===== config.mk =====
export PLATFORM = sky130hd
export DESIGN_NAME = tcc_top
export DESIGN_NICKNAME = d
export VERILOG_FILES = /design/src/verilog/tcc_pkg.sv /design/src/verilog/tcc_pin_edge.sv /design/src/verilog/tcc_top.sv
export SDC_FILE = /design/constraint.sdc
export NUM_CORES = 1
export LEC_CHECK = 0
export BUFFER_PORTS_ARGS = -buffer_cell sky130_fd_sc_hd__buf_2
export CORE_ASPECT_RATIO = 1.1
export CORE_MARGIN = 2
export CORE_UTILIZATION = 38
export DETAILED_ROUTE_END_ITERATION = 8
export SETUP_SLACK_MARGIN = 0.1
export SLEW_MARGIN = 30
export SYNTH_ARGS = -nofsm -noshare
export SYNTH_HDL_FRONTEND = slang
export SYNTH_SLANG_ARGS = --single-unit

===== constraint.sdc =====
create_clock -name pclk -period 2.4 [get_ports pclk]
set_input_delay 0.72 -clock pclk [delete_from_list [all_inputs] [get_ports pclk]]
set_output_delay 0.72 -clock pclk [all_outputs]
set_load 0.01 [all_outputs]

===== src/verilog/tcc_pkg.sv =====
package tcc_pkg;

    // Register byte offsets on the APB
    localparam logic [7:0] ADDR_MODE     = 8'h00;
    localparam logic [7:0] ADDR_CCCTRL   = 8'h04;
    localparam logic [7:0] ADDR_PRESCALE = 8'h08;
    localparam logic [7:0] ADDR_OUTCTRL  = 8'h0C;
    localparam logic [7:0] ADDR_COUNT    = 8'h10;
    localparam logic [7:0] ADDR_CC_A     = 8'h14;
    localparam logic [7:0] ADDR_CC_B     = 8'h18;
    localparam logic [7:0] ADDR_STATUS   = 8'h1C;
    localparam logic [7:0] ADDR_MASK     = 8'h20;

    // Mode register fields
    localparam int MODE_OP_LO = 2;
    localparam int MODE_OP_HI = 3;

    // Capture/compare control fields
    localparam int CC_A_CAPTURE = 0;  // 1: register a captures, 0: compare
    localparam int CC_A_REVERSE = 1;  // 1: a captures on reverse phase of pin a
    localparam int CC_B_CAPTURE = 2;  // 1: register b captures, 0: compare

    // Prescaler fields
    localparam int PRE_SEL_LO = 0;
    localparam int PRE_SEL_HI = 1;
    localparam int PRE_EDGE_A = 4;    // Valid edge select for pin a: 0 rise, 1 fall
    localparam int PRE_EDGE_B = 5;    // Valid edge select for pin b: 0 rise, 1 fall
    localparam logic [1:0] PRE_EXT_EDGE = 2'b11;

    // Output control fields
    localparam int OUT_MODE_LO  = 1;
    localparam int OUT_FORCE_LO = 2;
    localparam int OUT_FORCE_HI = 3;
    localparam int OUT_MODE_HI  = 4;
    localparam int OUT_ENABLE   = 0;

    // Status and mask bits
    localparam int ST_CAPCMP_A = 0;
    localparam int ST_CAPCMP_B = 1;
    localparam int ST_ORDER_ERR = 2;

    // Prescale dividers, as log2 of the division
    localparam int DIV_SHIFT_0 = 0;
    localparam int DIV_SHIFT_1 = 2;
    localparam int DIV_SHIFT_2 = 8;

    // Reset values
    localparam logic [15:0] RST_COUNT = 16'h0000;
    localparam logic [15:0] RST_CC    = 16'h0000;
    localparam logic [7:0]  RST_CTRL  = 8'h00;
    localparam logic [7:0]  RST_CCCTRL = 8'h05;

endpackage


===== src/verilog/tcc_pin_edge.sv =====
`timescale 1ns/10ps
// Pin synchroniser and edge detector; edges are qualified by the run input
module tcc_pin_edge
    import tcc_pkg::*;
(
    input  wire logic pclk,
    input  wire logic presetn,
    input  wire logic pin,
    input  wire logic run,
    input  wire logic sel_fall,
    output logic      level,
    output logic      edge_seen
);
    logic meta;
    logic sync;
    logic last;

    // Two flops before any logic reads the pin
    always_ff @(posedge pclk or negedge presetn)
    begin
        if (!presetn)
        begin
            meta <= 1'b0;
            sync <= 1'b0;
        end
        else
        begin
            meta <= pin;
            sync <= meta;
        end
    end

    // Last level is reloaded while stopped, so restarting does not see a stale edge
    always_ff @(posedge pclk or negedge presetn)
    begin
        if (!presetn)
            last <= 1'b0;
        else
            last <= sync;
    end

    assign level     = sync;
    assign edge_seen = run && (sel_fall ? (last && !sync) : (!last && sync));
endmodule


===== src/verilog/tcc_top.sv =====
`timescale 1ns/10ps
// Function
// - Reading the count register never captures into register b.
// - Register a in compare mode ignores capture triggers and keeps its value.
// - Register b in compare mode ignores capture triggers and keeps its value.
// - A reverse-phase capture of pin a into register a raises no a-interrupt.
// - In reverse-phase mode a pin b edge captures nothing but still raises the a-interrupt, unless prescale select is 11.
// - The counter runs while the two mode bits are not 00 and stops at 00.
// - Prescale select 11 makes valid edges on pin a the count clock.
// - A captured value in register a stays until the next capture or, in compare mode, an APB write to it.
module tcc_top
    import tcc_pkg::*;
#(
    parameter int CNT_W = 16
)
(
    input  wire logic             pclk,
    input  wire logic             presetn,
    input  wire logic             psel,
    input  wire logic             penable,
    input  wire logic             pwrite,
    input  wire logic [7:0]       paddr,
    input  wire logic [31:0]      pwdata,
    output logic      [31:0]      prdata,
    output logic                  pready,
    output logic                  pslverr,
    input  wire logic             trigger_pin_a,
    input  wire logic             trigger_pin_b,
    output logic                  capcmp_a_irq,
    output logic                  irq
);
    // Elaboration refuses widths that the fixed 16-bit registers cannot serve
    if (CNT_W != 16)
    begin
        $error("tcc_top supports only a 16 bit counter");
    end

    logic [7:0]  timer_mode_ctrl;
    logic [7:0]  capcmp_ctrl;
    logic [7:0]  prescale_mode;
    logic [7:0]  output_ctrl;
    logic [15:0] count_value_reg;
    logic [15:0] capcmp_reg_a;
    logic [15:0] capcmp_reg_b;
    logic [2:0]  status;
    logic [2:0]  mask;
    logic [7:0]  div_cnt;
    logic        order_step;
    logic        level_a;
    logic        level_b;
    logic        edge_a;
    logic        edge_b;
    logic        edge_a_rev;
    logic        running;
    logic        tick;
    logic        wr_en;
    logic        rd_en;
    logic [1:0]  pre_sel;
    logic        cap_a;
    logic        cap_b;
    logic        ext_a_irq;
    logic [2:0]  events;
    logic [31:0] next_prdata;

    // Address decode helper, used for every register write
    function automatic logic hit(input logic [7:0] addr, input logic [7:0] reg_addr);
        return addr == reg_addr;
    endfunction

    // The slave always answers in the access cycle, no wait states
    assign pready  = 1'b1;
    assign wr_en   = psel && penable && pwrite;
    assign rd_en   = psel && penable && !pwrite;
    assign pslverr = psel && penable && !(hit(paddr, ADDR_MODE) || hit(paddr, ADDR_CCCTRL)
                     || hit(paddr, ADDR_PRESCALE) || hit(paddr, ADDR_OUTCTRL)
                     || hit(paddr, ADDR_COUNT) || hit(paddr, ADDR_CC_A)
                     || hit(paddr, ADDR_CC_B) || hit(paddr, ADDR_STATUS)
                     || hit(paddr, ADDR_MASK));

    // Counter runs whenever the two mode bits are not 00
    assign running = timer_mode_ctrl[MODE_OP_HI] || timer_mode_ctrl[MODE_OP_LO];
    assign pre_sel = {prescale_mode[PRE_SEL_HI], prescale_mode[PRE_SEL_LO]};

    tcc_pin_edge u_pin_a
    (
        .pclk      (pclk),
        .presetn   (presetn),
        .pin       (trigger_pin_a),
        .run       (running),
        .sel_fall  (prescale_mode[PRE_EDGE_A]),
        .level     (level_a),
        .edge_seen (edge_a)
    );

    tcc_pin_edge u_pin_b
    (
        .pclk      (pclk),
        .presetn   (presetn),
        .pin       (trigger_pin_b),
        .run       (running),
        .sel_fall  (prescale_mode[PRE_EDGE_B]),
        .level     (level_b),
        .edge_seen (edge_b)
    );

    tcc_pin_edge u_pin_a_rev
    (
        .pclk      (pclk),
        .presetn   (presetn),
        .pin       (trigger_pin_a),
        .run       (running),
        .sel_fall  (!prescale_mode[PRE_EDGE_A]),
        .level     (),
        .edge_seen (edge_a_rev)
    );

    // Count tick: divided pclk, or pin a edges when select is 11
    always_comb
    begin
        unique case (pre_sel)
            2'b00:   tick = running;
            2'b01:   tick = running && (div_cnt[DIV_SHIFT_1-1:0] == '1);
            2'b10:   tick = running && (div_cnt[DIV_SHIFT_2-1:0] == '1);
            default: tick = edge_a;
        endcase
    end

    // Free divider, held in reset while stopped so timing restarts cleanly
    always_ff @(posedge pclk or negedge presetn)
    begin
        if (!presetn)
            div_cnt <= 8'h00;
        else if (!running)
            div_cnt <= 8'h00;
        else
            div_cnt <= div_cnt + 8'h01;
    end

    // Count register; writable only while stopped to avoid mid-count tears
    always_ff @(posedge pclk or negedge presetn)
    begin
        if (!presetn)
            count_value_reg <= RST_COUNT;
        else if (wr_en && hit(paddr, ADDR_COUNT) && !running)
            count_value_reg <= pwdata[15:0];
        else if (tick)
            count_value_reg <= count_value_reg + 16'h0001;
    end

    // Capture decisions; pin a as count clock cannot also capture
    always_comb
    begin
        cap_a     = 1'b0;
        ext_a_irq = 1'b0;
        if (capcmp_ctrl[CC_A_CAPTURE] && pre_sel != PRE_EXT_EDGE)
        begin
            if (capcmp_ctrl[CC_A_REVERSE])
            begin
                cap_a     = edge_a_rev;
                ext_a_irq = edge_b;
            end
            else
            begin
                cap_a = edge_b;
            end
        end
        cap_b = capcmp_ctrl[CC_B_CAPTURE] && edge_a && pre_sel != PRE_EXT_EDGE;
    end

    // Register a: capture copies the live count in the detect cycle
    always_ff @(posedge pclk or negedge presetn)
    begin
        if (!presetn)
            capcmp_reg_a <= RST_CC;
        else if (cap_a)
            capcmp_reg_a <= count_value_reg;
        else if (wr_en && hit(paddr, ADDR_CC_A) && !capcmp_ctrl[CC_A_CAPTURE])
            capcmp_reg_a <= pwdata[15:0];
    end

    // Register b: reads of the count never reach here, only real triggers
    always_ff @(posedge pclk or negedge presetn)
    begin
        if (!presetn)
            capcmp_reg_b <= RST_CC;
        else if (cap_b)
            capcmp_reg_b <= count_value_reg;
        else if (wr_en && hit(paddr, ADDR_CC_B) && !capcmp_ctrl[CC_B_CAPTURE])
            capcmp_reg_b <= pwdata[15:0];
    end

    // Compare match or capture events
    assign events[ST_CAPCMP_A] = ext_a_irq || (cap_a && !capcmp_ctrl[CC_A_REVERSE])
                                 || (tick && !capcmp_ctrl[CC_A_CAPTURE]
                                     && count_value_reg == capcmp_reg_a);
    assign events[ST_CAPCMP_B] = cap_b || (tick && !capcmp_ctrl[CC_B_CAPTURE]
                                           && count_value_reg == capcmp_reg_b);
    assign events[ST_ORDER_ERR] = 1'b0;

    // Control registers
    always_ff @(posedge pclk or negedge presetn)
    begin
        if (!presetn)
        begin
            timer_mode_ctrl <= RST_CTRL;
            capcmp_ctrl     <= RST_CCCTRL;
            prescale_mode   <= RST_CTRL;
            mask            <= 3'b000;
        end
        else if (wr_en)
        begin
            if (hit(paddr, ADDR_MODE))
                timer_mode_ctrl <= pwdata[7:0];
            if (hit(paddr, ADDR_CCCTRL))
                capcmp_ctrl <= pwdata[7:0];
            if (hit(paddr, ADDR_PRESCALE))
                prescale_mode <= pwdata[7:0];
            if (hit(paddr, ADDR_MASK))
                mask <= pwdata[2:0];
        end
    end

    // Output control; out-of-order writes flag a status bit since software owns the order
    always_ff @(posedge pclk or negedge presetn)
    begin
        if (!presetn)
        begin
            output_ctrl <= RST_CTRL;
            order_step  <= 1'b0;
        end
        else if (wr_en && hit(paddr, ADDR_OUTCTRL))
        begin
            output_ctrl <= pwdata[7:0];
            order_step  <= pwdata[OUT_MODE_HI] && pwdata[OUT_MODE_LO];
        end
    end

    // Sticky status; a set in the clearing cycle wins
    always_ff @(posedge pclk or negedge presetn)
    begin
        if (!presetn)
            status <= 3'b000;
        else
        begin
            status[ST_CAPCMP_A] <= events[ST_CAPCMP_A]
                || (status[ST_CAPCMP_A] && !(wr_en && hit(paddr, ADDR_STATUS)
                                             && pwdata[ST_CAPCMP_A]));
            status[ST_CAPCMP_B] <= events[ST_CAPCMP_B]
                || (status[ST_CAPCMP_B] && !(wr_en && hit(paddr, ADDR_STATUS)
                                             && pwdata[ST_CAPCMP_B]));
            status[ST_ORDER_ERR] <= (wr_en && hit(paddr, ADDR_OUTCTRL)
                                     && (pwdata[OUT_FORCE_LO] || pwdata[OUT_FORCE_HI])
                                     && !(order_step && output_ctrl[OUT_ENABLE]))
                || (status[ST_ORDER_ERR] && !(wr_en && hit(paddr, ADDR_STATUS)
                                              && pwdata[ST_ORDER_ERR]));
        end
    end

    // Read mux, registered data, zero for unmapped
    always_comb
    begin
        next_prdata = 32'h0000_0000;
        if (hit(paddr, ADDR_MODE))
            next_prdata = {24'h00_0000, timer_mode_ctrl};
        else if (hit(paddr, ADDR_CCCTRL))
            next_prdata = {24'h00_0000, capcmp_ctrl};
        else if (hit(paddr, ADDR_PRESCALE))
            next_prdata = {24'h00_0000, prescale_mode};
        else if (hit(paddr, ADDR_OUTCTRL))
            next_prdata = {24'h00_0000, output_ctrl};
        else if (hit(paddr, ADDR_COUNT))
            next_prdata = {16'h0000, count_value_reg};
        else if (hit(paddr, ADDR_CC_A))
            next_prdata = {16'h0000, capcmp_reg_a};
        else if (hit(paddr, ADDR_CC_B))
            next_prdata = {16'h0000, capcmp_reg_b};
        else if (hit(paddr, ADDR_STATUS))
            next_prdata = {29'h0000_0000, status};
        else if (hit(paddr, ADDR_MASK))
            next_prdata = {29'h0000_0000, mask};
    end

    // Read data registered at setup so it is stable through the access phase
    always_ff @(posedge pclk or negedge presetn)
    begin
        if (!presetn)
            prdata <= 32'h0000_0000;
        else if (psel && !penable && !pwrite)
            prdata <= next_prdata;
    end

    // Interrupt outputs
    always_ff @(posedge pclk or negedge presetn)
    begin
        if (!presetn)
        begin
            capcmp_a_irq <= 1'b0;
            irq          <= 1'b0;
        end
        else
        begin
            capcmp_a_irq <= events[ST_CAPCMP_A];
            irq          <= |(status & mask);
        end
    end

    logic unused_ok;
    assign unused_ok = rd_en ^ level_a ^ level_b;
endmodule


==> impl_metrics.env <==
export IMPL_yosysWarnings=0
export IMPL_routabilityCongestion=0.875
export IMPL_coreArea_um2=17100
export IMPL_final_period_utilization_pct=99.2
export IMPL_netlist_cell_type_count=58
export IMPL_worst_setup_hold_path_clk_slew_ns=0.06
export IMPL_clock_sinks=119
export IMPL_nets=813
export IMPL_drt_wirelength_per_cell_um=18.7
export IMPL_critical_path_max_stage_delay_ns=0.29
export IMPL_power_ir_vdd_worst_uv=473
export IMPL_num_rows=50
export IMPL_num_vias=5556
export IMPL_setup_worst_path_class="in2out"
export IMPL_synth_sequential_area_ratio_pct=44.9
export IMPL_fp_dieH_um=143
export IMPL_grt_pass1_vias=5500
export IMPL_drive_gt1_share_pct=24.4
export IMPL_synth_async_sr_flop_share_pct=100
export IMPL_num_io_pins=83
export IMPL_fraction_of_the_mapped_netlist_area_in_compound_gates_pct=14.9
export IMPL_cpLargestDelayFamily="simple AND/OR/NAND/NOR gates"
export IMPL_clock_tree_buffer_depth=2
export IMPL_synth_enable_flop_cells=0
export IMPL_layout_cells_most_common_list="117 x sky130_fd_sc_hd__dfrtp_1, 58 x sky130_fd_sc_hd__nor2_1, 53 x sky130_fd_sc_hd__nand2_1"
export IMPL_largest_family_of_logic_cells_by_synthesized_area="simple AND/OR/NAND/NOR gates"
export IMPL_timing_critical_path_required_ns=1.68
export IMPL_clock_tree_from_tritoncts="built"
export IMPL_fin_worst_hold_slack_ns=0.287
export IMPL_post_synth_cell_area_avg_um2=9.67
export IMPL_setup_violations=0
export IMPL_overflow=0
export IMPL_fin_cells=1009
export IMPL_cts_hold_buffers=0
export IMPL_placement_io_buffers=49
export IMPL_cp_num_buf_inv=3
export IMPL_list_of_cells_traversed_by_the_critical_path="buf_8, nor4_4, buf_4, and4_4, a211oi_2, buf_2"
export IMPL_clockRootBuffer="sky130_fd_sc_hd__clkbuf_16"
export IMPL_finalPower_mw=4.97
export IMPL_synth_ff_latch_count=119
export IMPL_fillers=1598
export IMPL_critPathArrivalTime_ns=1.66
export IMPL_layout_commonest_cell="sky130_fd_sc_hd__dfrtp_1"
export IMPL_grt_first_pass_wirelength_um=30000
export IMPL_dieArea_um2=18600
export IMPL_dpl_cell_count=971
export IMPL_critical_path_max_fanout=2
export IMPL_chipWidth_um=130
export IMPL_worst_slew_pin_slew_ns=0.552
export IMPL_worstSetupEndpointType="primary output"
export IMPL_pin_count_of_the_biggest_net_entering_global_routing=44
export IMPL_post_synth_xor_area_fraction_pct=4.88
export IMPL_drtIter0Drc=417
export IMPL_hold_path_class="in2async"
export IMPL_report_final_slew_viol_count=0
export IMPL_clk_latency_ns=0.42
export IMPL_synth_area_um2=6650
export IMPL_synth_mux_area_share_pct=12.1
export IMPL_rsz0062_at_grt="true"
export IMPL_power_density_nw_per_um2=618
export IMPL_postSynthCellCount=687
export IMPL_layout_setup_ws_ns=0.0192
export IMPL_firstDrtPassIters=5
export IMPL_drt_drc_violations_left=0
export IMPL_worst_rel_slew_slack_pct=63.2
export IMPL_timing_max_cap_violations=0
export IMPL_finish_instance_area_um2=8040
export IMPL_pre_cts_ws_ns=-0.0644
export IMPL_main_flop_type_after_synthesis="sky130_fd_sc_hd__dfrtp_1"
export IMPL_hold_viol=0
export IMPL_cts_made_buffers=17
export IMPL_critical_path_startpoint_type="input pin"
export IMPL_start_util_pct=38.9
export IMPL_leakage_nw=3.46
export IMPL_clock_skew_ns=0.00645
export IMPL_antenna_violations_before_repair=1
export IMPL_grt_use_total_pct=21.2
export IMPL_area_growth_syn_to_layout_pct=21.0
export IMPL_detailed_place_hpwl_um=13400
export IMPL_ratio_of_routed_vias_to_standard_cells=5.51
export IMPL_postRouteAntennaNets=0
export IMPL_place_area_um2=7370
export IMPL_fmax_mhz=420
export IMPL_htree_levels=4
export IMPL_crit_path_top_delay_cell="sky130_fd_sc_hd__nor4_4"
export IMPL_outcome="finished, final reports clean"
export IMPL_post_synth_and_or_nand_nor_area_fraction_pct=15.9
export IMPL_yosys_area_share_adder_pct=0.941
export IMPL_drt_total_wl_um=18900
export IMPL_period_needed_ns=2.38
synth_stat cells (all sizes together) (4+ instances only):
library cell / count / area share [%]
a21oi: 47 / 3.5
ha: 5 / 0.94
or4: 6 / 0.68
mux2i: 43 / 6.5
mux2: 33 / 5.6
clkbuf: 42 / 2.4
dfrtp: 117 / 44
xnor2: 6 / 0.79
nand2b: 4 / 0.38
o221ai: 7 / 0.92
or3: 8 / 0.75
nand3: 18 / 1.4
a31oi: 11 / 1.0
buf: 24 / 2.6
nor3: 8 / 0.92
and3: 11 / 1.0
nand4: 6 / 0.56
nor4: 8 / 1.4
inv: 25 / 1.4
o21ai: 34 / 2.6
a211oi: 8 / 0.90
o41ai: 7 / 0.92
nand2: 53 / 3.0
o22ai: 7 / 0.66
and2: 5 / 0.47
nor3b: 4 / 0.45
a221o: 8 / 1.2
nor2b: 6 / 0.56
nor2: 60 / 3.5
o31ai: 4 / 0.45
o211ai: 5 / 0.56
xor2: 31 / 4.1
per-stage QoR:
| step | utilization, % | TNS [ns] |
|---|---|---|
| floorplan | - | 0 |
| global placement | 43.2 | -0.103 |
| detailed placement | 43.2 | -0.896 |
| CTS | 46.8 | 0 |
| global route | 47.1 | -0.0315 |
| finish | 47.1 | 0 |
logic make-up after synthesis:
kind of cell / after synthesis
AND/OR/NAND/NOR: 203
AO/OA/AOI/OAI: 154
flip-flops: 119
buffers and inverters: 91
multiplexers: 76
XOR/XNOR: 37
adder cells (fa/ha/maj): 5
other: 2
worst paths after layout:
path                                      end  slack, ns  cells after the start         start
max                                   pslverr       0.02                      6      paddr[2]
min                          capcmp_reg_b[10]       0.29                      1       presetn
max reg2reg                count_value_reg[6]       0.17                      7    div_cnt[0]
min reg2reg                     u_pin_b.level       0.35                      0  u_pin_b.meta
max in group asynchronous    prescale_mode[6]       1.38                      2       presetn
min in group pclk               u_pin_b.level       0.35                      0  u_pin_b.meta
timing repair:
item / CTS / global route
gates cloned: 0 / 1
pin swaps: 3 / 5
buffers inserted: 2 / 2
hold endpoints to repair: 0 / 0
gates resized for setup: 6 / 6
setup endpoints to repair: 5 / 5
cell type report:
type	instances	area, um^2	area share, %
inverters	25	93.8	1.17
clock buffers	21	460	5.72
clock inverters	11	124	1.54
diodes	1	2.50	0.0311
flip-flops and latches	119	2980	37.1
multi-input cells	492	3350	41.6
well taps	234	293	3.64
repair buffers	106	743	9.24
power breakdown:
group,switching (mW),leakage (nW),internal [mW]
Clock,0.945,0.268,1.58
Sequential,0.0399,1.39,2.05
Combinational,0.229,1.80,0.130
layer usage:
metal	GRT usage (%)	up-vias	part of all wire, %
met1	27.3	2756	43
li1	-	2560	-
met5	0	-	0
met4	7.02	0	2.5
met3	5.21	38	5.4
met2	34.9	202	49
(Power assumes the default switching activity.)
